**config.mk**
```make
export PLATFORM = sky130hd
export DESIGN_NAME = angle_encoder_port
export DESIGN_NICKNAME = d
export VERILOG_FILES = /design/src/logic/encoder_port_pkg.sv /design/src/logic/angle_encoder_port.sv
export SDC_FILE = /design/constraint.sdc
export NUM_CORES = 1
export LEC_CHECK = 0
export ABC_AREA = 1
export BUFFER_PORTS_ARGS = -buffer_cell sky130_fd_sc_hd__buf_2
export CORE_MARGIN = 1.5
export CORE_UTILIZATION = 40
export CTS_CLUSTER_SIZE = 20
export DETAILED_ROUTE_END_ITERATION = 6
export SLEW_MARGIN = 10
export SYNTH_ARGS = -nofsm -noshare
export SYNTH_HDL_FRONTEND = slang
export SYNTH_SLANG_ARGS = --single-unit
```
**constraint.sdc**
```tcl
create_clock -name clk_sys -period 3.57 [get_ports clk_sys]
set_input_delay 0.357 -clock clk_sys [delete_from_list [all_inputs] [get_ports clk_sys]]
set_output_delay 0.357 -clock clk_sys [all_outputs]
set_load 0.02 [all_outputs]
```
**src/logic/encoder_port_pkg.sv**
```systemverilog
package encoder_port_pkg;

    localparam int CLK_HZ = 20_000_000;

    // serial framing
    localparam int CMD_BITS = 5;
    localparam int DATA_BITS = 16;
    localparam logic [4:0] CMD_WRITE_CUST = 5'h17;
    localparam logic [4:0] CMD_READ_CUST = 5'h07;
    localparam int CMD_WRITE_BIT = 4;

    // write-cust field layout
    localparam int WLSB_MSB = 15;
    localparam int WLSB_LSB = 9;
    localparam int GAIN_MSB = 8;
    localparam int GAIN_LSB = 6;

    // reset values
    localparam logic [6:0] WAKE_LSB_RESET = 7'h04;
    localparam logic [2:0] GAIN_RESET = 3'h0;

    // 2-wire timeout, least time rounded up
    localparam int TIMEOUT_NS = 20_000;
    localparam int TIMEOUT_CYC = (TIMEOUT_NS * (CLK_HZ / 1_000_000) + 999) / 1000;

    // programming pulse, aimed mid-window of 2 to 4 us
    localparam int PROG_MIN_NS = 2_000;
    localparam int PROG_MAX_NS = 4_000;
    localparam int PROG_NS = (PROG_MIN_NS + PROG_MAX_NS) / 2;
    localparam int PROG_CYC = PROG_NS * (CLK_HZ / 1_000_000) / 1000;

    // pwm: one step of 0.55 us (0.556 us rounded down to 11 clocks), period of 257 steps
    localparam int PWM_LSB_PS = 556_000;
    localparam int PWM_LSB_CYC = PWM_LSB_PS / (1_000_000_000 / (CLK_HZ / 1000));
    localparam int PWM_STEPS = 257;

    // hysteresis on direction reversal
    localparam int HYST_LSB = 1;

    typedef enum logic [1:0]
    {
        PORT_IDLE = 2'b00,
        PORT_CMD = 2'b01,
        PORT_DATA = 2'b11
    } port_state_t;

    typedef struct packed
    {
        logic select;
        logic sclk;
        logic data;
    } serial_in_t;

    typedef struct packed
    {
        logic data;
        logic oe;
    } serial_out_t;

endpackage

```
**src/logic/angle_encoder_port.sv**
```systemverilog
// Behaviour
// - A wake-up is flagged when the angle moves more than a programmable 0..127 LSB threshold, default 4, set over the serial port.
// - The angle is also given as an 8-bit pwm with a period near 141.35 us and high time near 140.8 us at full scale.
// - When the rotation reverses, the reported angle holds until the input has moved two LSB beyond the last code.
// - The otp programming pulse is timed inside the device and lasts 2 to 4 us.
// - In 2-wire mode a transfer ends when no rising clock comes within 20 to 24 us of the last one.
// - Command bits are presented by the controller and sampled by the device on rising clock edges.
// - On reads the device drives the data line from half a clock after the last command bit through the data phase.
// - Dropping chip select releases the data line and ends the transfer.
// - The 3-bit gain comes from otp unless a serial write has overridden it through a mirror register.
// - Each transfer is a 5-bit command then 16 data bits, both msb first.
// - Pwm high time is code plus one steps out of a 257-step period.
// - While the angle is invalid the pwm output stays low.
`timescale 1ns/1ps
module angle_encoder_port
    import encoder_port_pkg::*;
#(
    parameter int TIMEOUT_CYCLES = TIMEOUT_CYC
)
(
    input wire logic clk_sys,
    input wire logic resetn,
    input wire logic clkEn,
    input wire serial_in_t serialPins,
    input wire logic twoWireMode,
    input wire logic [7:0] angleIn,
    input wire logic angleValid,
    input wire logic [2:0] otpGain,
    input wire logic wakeClear,
    input wire logic progStart,
    output serial_out_t serialDataIo,
    output logic pwmOut,
    output logic wakeOut,
    output logic wakeOe,
    output logic [2:0] gainCode,
    output logic progPulse,
    output logic [7:0] reportedAngle
);

    localparam int TO_W = $clog2(TIMEOUT_CYCLES + 1);
    localparam int PROG_W = $clog2(PROG_CYC + 1);
    localparam int LSB_W = $clog2(PWM_LSB_CYC + 1);
    localparam logic [TO_W-1:0] TO_LAST = TO_W'(TIMEOUT_CYCLES - 1);
    localparam logic [PROG_W-1:0] PROG_LAST = PROG_W'(PROG_CYC - 1);
    localparam logic [LSB_W-1:0] LSB_LAST = LSB_W'(PWM_LSB_CYC - 1);
    localparam logic [8:0] STEP_LAST = 9'(PWM_STEPS - 1);
    localparam logic [4:0] CMD_LAST = 5'(CMD_BITS - 1);
    localparam logic [4:0] DATA_LAST = 5'(DATA_BITS - 1);

    // pin synchronisers; stage one feeds stage two only
    serial_in_t pinMeta;
    serial_in_t pinSync;
    serial_in_t pinPrev;

    port_state_t state;
    logic [4:0] bitCount;
    logic [4:0] txCount;
    logic [15:0] rxShift;
    logic [15:0] txShift;
    logic [4:0] command;
    logic driving;
    logic dataBit;
    logic [TO_W-1:0] idleCount;

    logic [6:0] wakeLsb;
    logic [2:0] gainMirror;
    logic gainOverride;

    logic lastDirDown;
    logic [7:0] refAngle;
    logic refLoaded;
    logic wakeFlag;

    logic [PROG_W-1:0] progCount;

    logic [LSB_W-1:0] lsbDiv;
    logic [8:0] pwmStep;
    logic [7:0] pwmCode;
    logic pwmValid;

    wire clkRise = pinSync.sclk & ~pinPrev.sclk;
    wire clkFall = ~pinSync.sclk & pinPrev.sclk;
    wire selectDrop = pinPrev.select & ~pinSync.select;
    wire frameAllowed = twoWireMode | pinSync.select;
    wire timedOut = twoWireMode && state != PORT_IDLE
        && idleCount == TO_LAST;
    wire frameEnd = (~twoWireMode & (selectDrop | ~pinSync.select))
        | timedOut;
    wire isWrite = command[CMD_WRITE_BIT];
    wire [4:0] cmdNow = {rxShift[3:0], pinSync.data};
    wire lastCmdRise = state == PORT_CMD && clkRise
        && bitCount == CMD_LAST;
    wire lastDataRise = state == PORT_DATA && clkRise && isWrite
        && bitCount == DATA_LAST;
    wire [15:0] custWord = {wakeLsb, gainCode, 6'h00};
    wire [15:0] angleWord = {reportedAngle, 7'h00, angleValid};
    wire [15:0] response = (cmdNow == CMD_READ_CUST) ? custWord : angleWord;
    wire readFall = state == PORT_DATA && clkFall && !isWrite
        && txCount != 5'(DATA_BITS);

    // oe is cut by the raw select pin, since two sync stages at this
    // clock would far exceed the float time
    assign serialDataIo.oe = driving & (twoWireMode | serialPins.select);
    assign serialDataIo.data = dataBit;

    always_ff @(posedge clk_sys or negedge resetn)
    begin
        if (!resetn)
        begin
            pinMeta <= '0;
            pinSync <= '0;
            pinPrev <= '0;
        end
        else if (clkEn)
        begin
            pinMeta <= serialPins;
            pinSync <= pinMeta;
            pinPrev <= pinSync;
        end
    end

    always_ff @(posedge clk_sys or negedge resetn)
    begin
        if (!resetn)
            idleCount <= '0;
        else if (clkEn)
        begin
            if (clkRise || state == PORT_IDLE)
                idleCount <= '0;
            else if (idleCount != TO_LAST)
                idleCount <= idleCount + 1'b1;
        end
    end

    always_ff @(posedge clk_sys or negedge resetn)
    begin
        if (!resetn)
        begin
            state <= PORT_IDLE;
            bitCount <= '0;
            rxShift <= '0;
            command <= '0;
        end
        else if (clkEn)
        begin
            if (frameEnd)
                state <= PORT_IDLE;
            else
            begin
                unique case (state)
                    PORT_IDLE:
                    begin
                        if (frameAllowed && clkRise)
                        begin
                            rxShift <= {15'h0000, pinSync.data};
                            bitCount <= 5'h01;
                            state <= PORT_CMD;
                        end
                    end
                    PORT_CMD:
                    begin
                        if (clkRise)
                        begin
                            rxShift <= {rxShift[14:0], pinSync.data};
                            bitCount <= bitCount + 1'b1;
                            if (lastCmdRise)
                            begin
                                command <= cmdNow;
                                bitCount <= '0;
                                state <= PORT_DATA;
                            end
                        end
                    end
                    PORT_DATA:
                    begin
                        if (clkRise && isWrite && bitCount != 5'(DATA_BITS))
                        begin
                            rxShift <= {rxShift[14:0], pinSync.data};
                            bitCount <= bitCount + 1'b1;
                        end
                    end
                endcase
            end
        end
    end

    // read data leaves on falling clocks, half a period after the rise
    always_ff @(posedge clk_sys or negedge resetn)
    begin
        if (!resetn)
        begin
            driving <= 1'b0;
            dataBit <= 1'b0;
            txShift <= '0;
            txCount <= '0;
        end
        else if (clkEn)
        begin
            if (frameEnd)
            begin
                driving <= 1'b0;
                txCount <= '0;
            end
            else if (lastCmdRise)
            begin
                txShift <= response;
                txCount <= '0;
            end
            else if (readFall)
            begin
                driving <= 1'b1;
                dataBit <= txShift[15];
                txShift <= {txShift[14:0], 1'b0};
                txCount <= txCount + 1'b1;
            end
        end
    end

    always_ff @(posedge clk_sys or negedge resetn)
    begin
        if (!resetn)
        begin
            wakeLsb <= WAKE_LSB_RESET;
            gainMirror <= GAIN_RESET;
            gainOverride <= 1'b0;
        end
        else if (clkEn && lastDataRise && command == CMD_WRITE_CUST)
        begin
            wakeLsb <= rxShift[WLSB_MSB-1:WLSB_LSB-1];
            gainMirror <= rxShift[GAIN_MSB-1:GAIN_LSB-1];
            gainOverride <= 1'b1;
        end
    end

    assign gainCode = gainOverride ? gainMirror : otpGain;

    // direction tracking for the reported code
    wire [7:0] angleDiff = angleIn - reportedAngle;
    wire diffDown = angleDiff[7];
    wire [7:0] diffMag = diffDown ? 8'(-angleDiff) : angleDiff;
    wire moveOk = angleDiff != 8'h00
        && (diffDown == lastDirDown || diffMag > 8'(HYST_LSB));
    // reference takes the code being reported next, not the stale one
    wire [7:0] next_reportedAngle = (angleValid && moveOk)
        ? angleIn : reportedAngle;

    always_ff @(posedge clk_sys or negedge resetn)
    begin
        if (!resetn)
        begin
            reportedAngle <= 8'h00;
            lastDirDown <= 1'b0;
        end
        else if (clkEn && angleValid && moveOk)
        begin
            reportedAngle <= angleIn;
            lastDirDown <= diffDown;
        end
    end

    wire [7:0] wakeDiff = reportedAngle - refAngle;
    wire [7:0] wakeMag = wakeDiff[7] ? 8'(-wakeDiff) : wakeDiff;
    wire wakeEvent = refLoaded && wakeMag > {1'b0, wakeLsb};

    // a clear re-arms against the present angle; a new event still wins
    always_ff @(posedge clk_sys or negedge resetn)
    begin
        if (!resetn)
        begin
            refAngle <= 8'h00;
            refLoaded <= 1'b0;
            wakeFlag <= 1'b0;
        end
        else if (clkEn)
        begin
            if (angleValid && (!refLoaded || wakeClear))
            begin
                refAngle <= next_reportedAngle;
                refLoaded <= 1'b1;
            end
            if (wakeEvent)
                wakeFlag <= 1'b1;
            else if (wakeClear)
                wakeFlag <= 1'b0;
        end
    end

    assign wakeOut = 1'b0;
    assign wakeOe = wakeFlag;

    always_ff @(posedge clk_sys or negedge resetn)
    begin
        if (!resetn)
        begin
            progPulse <= 1'b0;
            progCount <= '0;
        end
        else if (clkEn)
        begin
            if (!progPulse && progStart)
            begin
                progPulse <= 1'b1;
                progCount <= '0;
            end
            else if (progPulse)
            begin
                progCount <= progCount + 1'b1;
                if (progCount == PROG_LAST)
                    progPulse <= 1'b0;
            end
        end
    end

    // code is latched per period so a moving angle cannot split a pulse
    wire stepEnd = lsbDiv == LSB_LAST;
    wire periodEnd = stepEnd && pwmStep == STEP_LAST;

    always_ff @(posedge clk_sys or negedge resetn)
    begin
        if (!resetn)
        begin
            lsbDiv <= '0;
            pwmStep <= '0;
            pwmCode <= 8'h00;
            pwmValid <= 1'b0;
            pwmOut <= 1'b0;
        end
        else if (clkEn)
        begin
            lsbDiv <= stepEnd ? '0 : lsbDiv + 1'b1;
            if (periodEnd)
            begin
                pwmStep <= '0;
                pwmCode <= reportedAngle;
                pwmValid <= angleValid;
            end
            else if (stepEnd)
                pwmStep <= pwmStep + 1'b1;
            pwmOut <= pwmValid && angleValid
                && pwmStep <= {1'b0, pwmCode};
        end
    end

endmodule

```
# Yosys cells after proc, flatten, opt, wreduce, memory -nomap -nowiden
# Cells that the tools add are included.
word_totals:
  elab_cells: 175
  inputBits: 21
  ff_bits: 127
  out_inout_bits: 17
classes:
  n_mux: 39
  n_addsub: 10
  bitwise_logic: 15
  magnitude_cmp: 3
  n_eq_ne: 21
  reduce_logical: 55
ops:
  columns: ["cell", "n"]
  rows:
  - ["$mux 16", 3]
  - ["$mux 15", 3]
  - ["$pmux 15 s3", 1]
  - ["$mux 9", 4]
  - ["$mux 5", 7]
  - ["$logic_and 1x1->1", 25]
  - ["$mux 8", 3]
  - ["$add 9x1->9 const B", 2]
  - ["$eq 9x9->1 const B", 2]
  - ["$neg 8->8", 2]
  - ["$sub 8x8->8", 2]
  - ["$pmux 5 s3", 1]
  - ["$reduce_and 5->1", 3]
  - ["$reduce_and 2->1", 7]
  - ["$reduce_bool 2->1", 7]
  - ["$mux 6", 2]
  - ["$add 5x1->5 const B", 2]
  - ["$eq 5x3->1 const B", 2]
  - ["$ne 5x5->1 const B", 2]
  - ["$le 9x8->1", 1]
  - ["$ne 9x9->1 const B", 1]
  - ["$gt 8x1->1 const B", 1]
  - ["$gt 8x7->1", 1]
  - ["$mux 1", 8]
  - ["other kinds (27)", 51]

# Depth between registers and ports, before layout
depth:
  word_depth: 8
  depth_mapped: 23
  mapped_depth_nobuf: 23

# Worst setup path before layout
# No wires, ideal clock.
synth_timing:
  path_type: "register to register"
  from: "reg reportedAngle[2]"
  to: "reg wakeFlag, in the netlist wakeOe"
  setup_time_ns: 0.120
  n_path_buf: 0
  t_arrival_ns: 2.843
  path_stages_with_launch: 22
  required_time_ns: 3.450
  path_slack_ns: 0.606
  synth_period_minus_slack_ns: 2.964
  path_cell_list: "dfrtp_1 > ha_1 > nand2_1 > o21ai_0 > a21oi_1 > o21ai_0 > nand2_1 > nand3_1 > nand2_1 > nand2_1 > o21ai_0 > ha_1 > inv_1 > o21bai_1 > a21o_1 > a21oi_1 > o21ai_0 > a21o_1 > nand2_1 > nand2_1 > nand3_1 > nand2_1"
synth_via:
  elab_chain_len: 7
  word_cells_on_any_way: 8
  cone_classes: "2 x add/sub; 1 x order compare; 2 x mux; 3 x reduce/logical"
synth_lines:
  columns: ["element", "line_no", "text"]
  rows:
  - ["start, declared", "angle_encoder_port.sv:37", "output logic [7:0] reportedAngle"]
  - ["start signal, assigned", "angle_encoder_port.sv:256", "reportedAngle <= angleIn;"]
  - ["$sub 8x8->8 *", "angle_encoder_port.sv:261", "wire [7:0] wakeDiff = reportedAngle - refAngle;"]
  - ["$neg 8->8", "angle_encoder_port.sv:262", "wire [7:0] wakeMag = wakeDiff[7] ? 8'(-wakeDiff) : wakeDiff;"]
  - ["$mux 8 *", "angle_encoder_port.sv:262", null]
  - ["$gt 8x7->1 *", "angle_encoder_port.sv:263", "wire wakeEvent = refLoaded && wakeMag > {1'b0, wakeLsb};"]
  - ["$logic_and 1x1->1 *", "angle_encoder_port.sv:263", null]
  - ["$reduce_bool 2->1 (no source line)", null, null]
  - ["$reduce_and 2->1 (no source line)", null, null]
  - ["end signal, assigned", "angle_encoder_port.sv:272", "wakeFlag <= 1'b0;"]
  - ["end signal, assigned", "angle_encoder_port.sv:282", "wakeFlag <= 1'b1;"]
  - ["end signal, assigned", "angle_encoder_port.sv:284", "wakeFlag <= 1'b0;"]
  - ["end, declared", "angle_encoder_port.sv:72", "logic wakeFlag;"]
# Every way passes the cells marked *; elsewhere a longest branch is shown, timed or not.
# A chain may end at the register's enable or synchronous reset.

# Worst setup path in the final report
# Ends and elaborated chain as after synthesis.

==> run summary <==
Max Fclk - 0.3130 GHz
crit path max fanout - 7
I/O pin count - 38
routed length per instance - 13.00 um
Peak VDD IR - 404.2 uV
relative slew slack - 44.60%
CTS buffer count - 17
YS warnings - 0
worst skew pair latency - 0.41 ns
fin crit period - 3.195 ns
final worst-path cycle share - 89.49%
commonest non-fill, non-tap cell in the layout - nand2_1
Final Net Count - 1020
Reg clk slew, reported paths - 0.06 ns
number of max-cap violations - 0
Avg Cell Area, Syn - 7.897 um^2
Via density - 4.917
actual slew at the worst max-slew pin - 0.8310 ns
leakage - 4.118 nW
Power per Cell Area - 687.0 nW/um^2
GRT Residual Overflow - 0
Synth Instances - 918
final number of hold-violating endpoints - 0
number of routed nets with antenna violations - 0
dpl ws - 0.3731 ns
die area - 18940 um^2
area of the mapped netlist - 7249 um^2
Primary FF master, synth - dfrtp_1
Synth cell types - 51
detailed placement HPWL - 11490 um
RSZ-0062 raised after global routing - no
TritonRoute pass-1 iters - 5
HP Class - in2async
Initial Util - 40.63%
Area Overhead vs Synth - 13.76%
routability cong. - 0.8006
ys async rst share - 100.0%
core area - 17840 um^2
die height - 137.6 um
Worst Path Arrival - 3.49 ns
Final Util - 46.22%
total routed wirelength - 15580 um
Mapped Nets - 981
Seq/Total Area, Yosys - 43.51%
clock root buffer master - clkbuf_16
antenna violations before repair - 0
CTS Buffer Depth - 2
FP Rows - 49
# fillers - 1730
Pwr Total - 5.665 mW
IO buf count - 36
final setup violation count - 0
antenna cells - 0
commonest non-fill, non-tap cells in the layout - nand2_1 (209), inv_1 (140), dfrtp_1 (125), o21ai_0 (70), nand3_1 (69)
Startpoint Class - flip-flop
number of global-route vias before repair - 5699
DRC - 0
proportion of layout cells with a drive suffix above 1 - 11.34%
CTS Sinks - 126
Seq cells post-synth - 126
global-route wire length before repair - 26850 um
status - finished, final reports clean
DIE WIDTH - 137.6 um
First DRT Iteration DRCs - 345
CP endpoint kind - flip-flop
Slew Limit Fails - 0
H-tree depth - 4
total negative slack - 0 ns
CTS tree - done
final setup margin - 0.3752 ns
Setup Skew - 0.01099 ns
via count - 5896
Yosys top cell by area - dfrtp_1
Synth area leaders - dfrtp_1 (43%), nand2_1 (11%), inv_1 (7.2%), ha_1 (6.9%), o21ai_0 (4.9%)
WHS - 0.1103 ns
type of the worst setup path - reg2reg
EDFF count, synth - 0
total global-route track usage - 18.06%
Yosys top cell area share - 43.15%
setup bufs post-CTS - 0
WP data required - 3.86 ns
largest net degree at the start of global routing - 65
[stage by stage]
| stage | cells | area (um^2) |
|---|---|---|
| after global placement | 1167 | 7640 |
| after CTS | 1199 | 8247 |
| after global routing | 1199 | 8247 |
| final | 1199 | 8247 |
| after detailed placement | 1167 | 7640 |
| after floorplan | 918 | 7249 |
[logic make-up (layout without fill, tap and decap cells)]
family | count (synthesis) | count (layout) | synth area share, %
simple gates | 399 | 399 | 24.61
buf+inv | 168 | 220 | 9.251
compound gates | 160 | 160 | 12.43
flops | 126 | 126 | 43.51
fa+ha+maj | 42 | 42 | 7.456
xor+xnor | 20 | 20 | 2.416
mux | 2 | 2 | 0.2762
other cells | 1 | 1 | 0.05173
[Yosys cell counts, types with 4 or more instances]
library cell    n
xor2_1         13
nor3_1         19
ha_1           40
nand4_1        12
xnor2_1         7
inv_1         140
inv_2           6
nand2_2         8
clkbuf_1        9
buf_2           6
o21ai_0        71
dfrtp_1       125
nor2_1         61
o21ai_1         6
o31ai_1         4
a31oi_1        11
nand3_1        69
a21oi_1        44
o21ai_2         9
nand2_1       209
[critical path, stage by stage (launching register included)]
cell and delay, ns:
dfrtp_1 0.42, ha_1 0.36, a21oi_1 0.16, o21ai_1 0.12, a21oi_1 0.21, o21ai_0 0.10, nand2_1 0.08, nand2_1 0.05
nand2_1 0.07, nand2_1 0.15, nand2_1 0.09, o21ai_0 0.08, ha_1 0.30, inv_1 0.06, o21bai_1 0.06, a21o_1 0.15
a21oi_1 0.14, o21ai_0 0.09, a21o_1 0.16, nand2_1 0.05, nand2_1 0.05, nand3_1 0.06, nand2_1 0.05
[cell type report]
type                       instances  area [um^2]  area share, %
timing repair buffer              41        220.2          2.670
clock buffer                      26        499.2          6.054
clock inverter                     6        107.6          1.305
multi-input combinational        624         3425          41.53
inverter                         147        554.3          6.721
tap                              229        286.5          3.474
sequential                       126         3154          38.25
[report_power, final]
part | total, mW | switching [mW] | leakage [nW] | internal (mW)
logic | 1.88 | 1.14 | 2.21 | 0.749
clock network | 1.77 | 0.597 | 0.295 | 1.17
registers | 2.01 | 0.256 | 1.62 | 1.76
[what timing repair did]
action | in CTS | in global routing
hold buffers | 0 | 0
endpoints found under the setup margin | 0 | 1
resized for setup | 0 | 1
endpoints found under the hold margin | 0 | 0
[routing by layer]
metal  share of wire, %  GRT usage (%)  vias up
li1                   -              -     3055
met1                 50          25.23     2757
met2                 46          28.25       68
met3                3.0          3.495       16
met4                1.3          5.614        0
met5                  0              0        -
[registers in the layout (all words and copies together), names as in the netlist, 4 cells and up]
name           cells
command            5
rxShift           15
wakeLsb            7
txCount            5
txShift           16
pwmStep            9
refAngle           8
lsbDiv             4
idleCount          9
bitCount           5
pwmCode            8
reportedAngle      8
progCount          6
[final timing paths]
path / start / endpoint / slack (ns) / cells after the start
worst min-delay path: resetn / idleCount[5] / 0.11 / 2
max in group asynchronous: resetn / lastDirDown / 2.88 / 2
worst min register to register: txShift[15] / dataBit / 0.47 / 2
min in group clk_sys: serialPins[0] / pinMeta[0] / 0.16 / 3
worst max register to register: reportedAngle[2] / wakeOe / 0.38 / 22
worst max-delay path: reportedAngle[2] / wakeOe / 0.38 / 22
(Power assumes the default switching activity.)
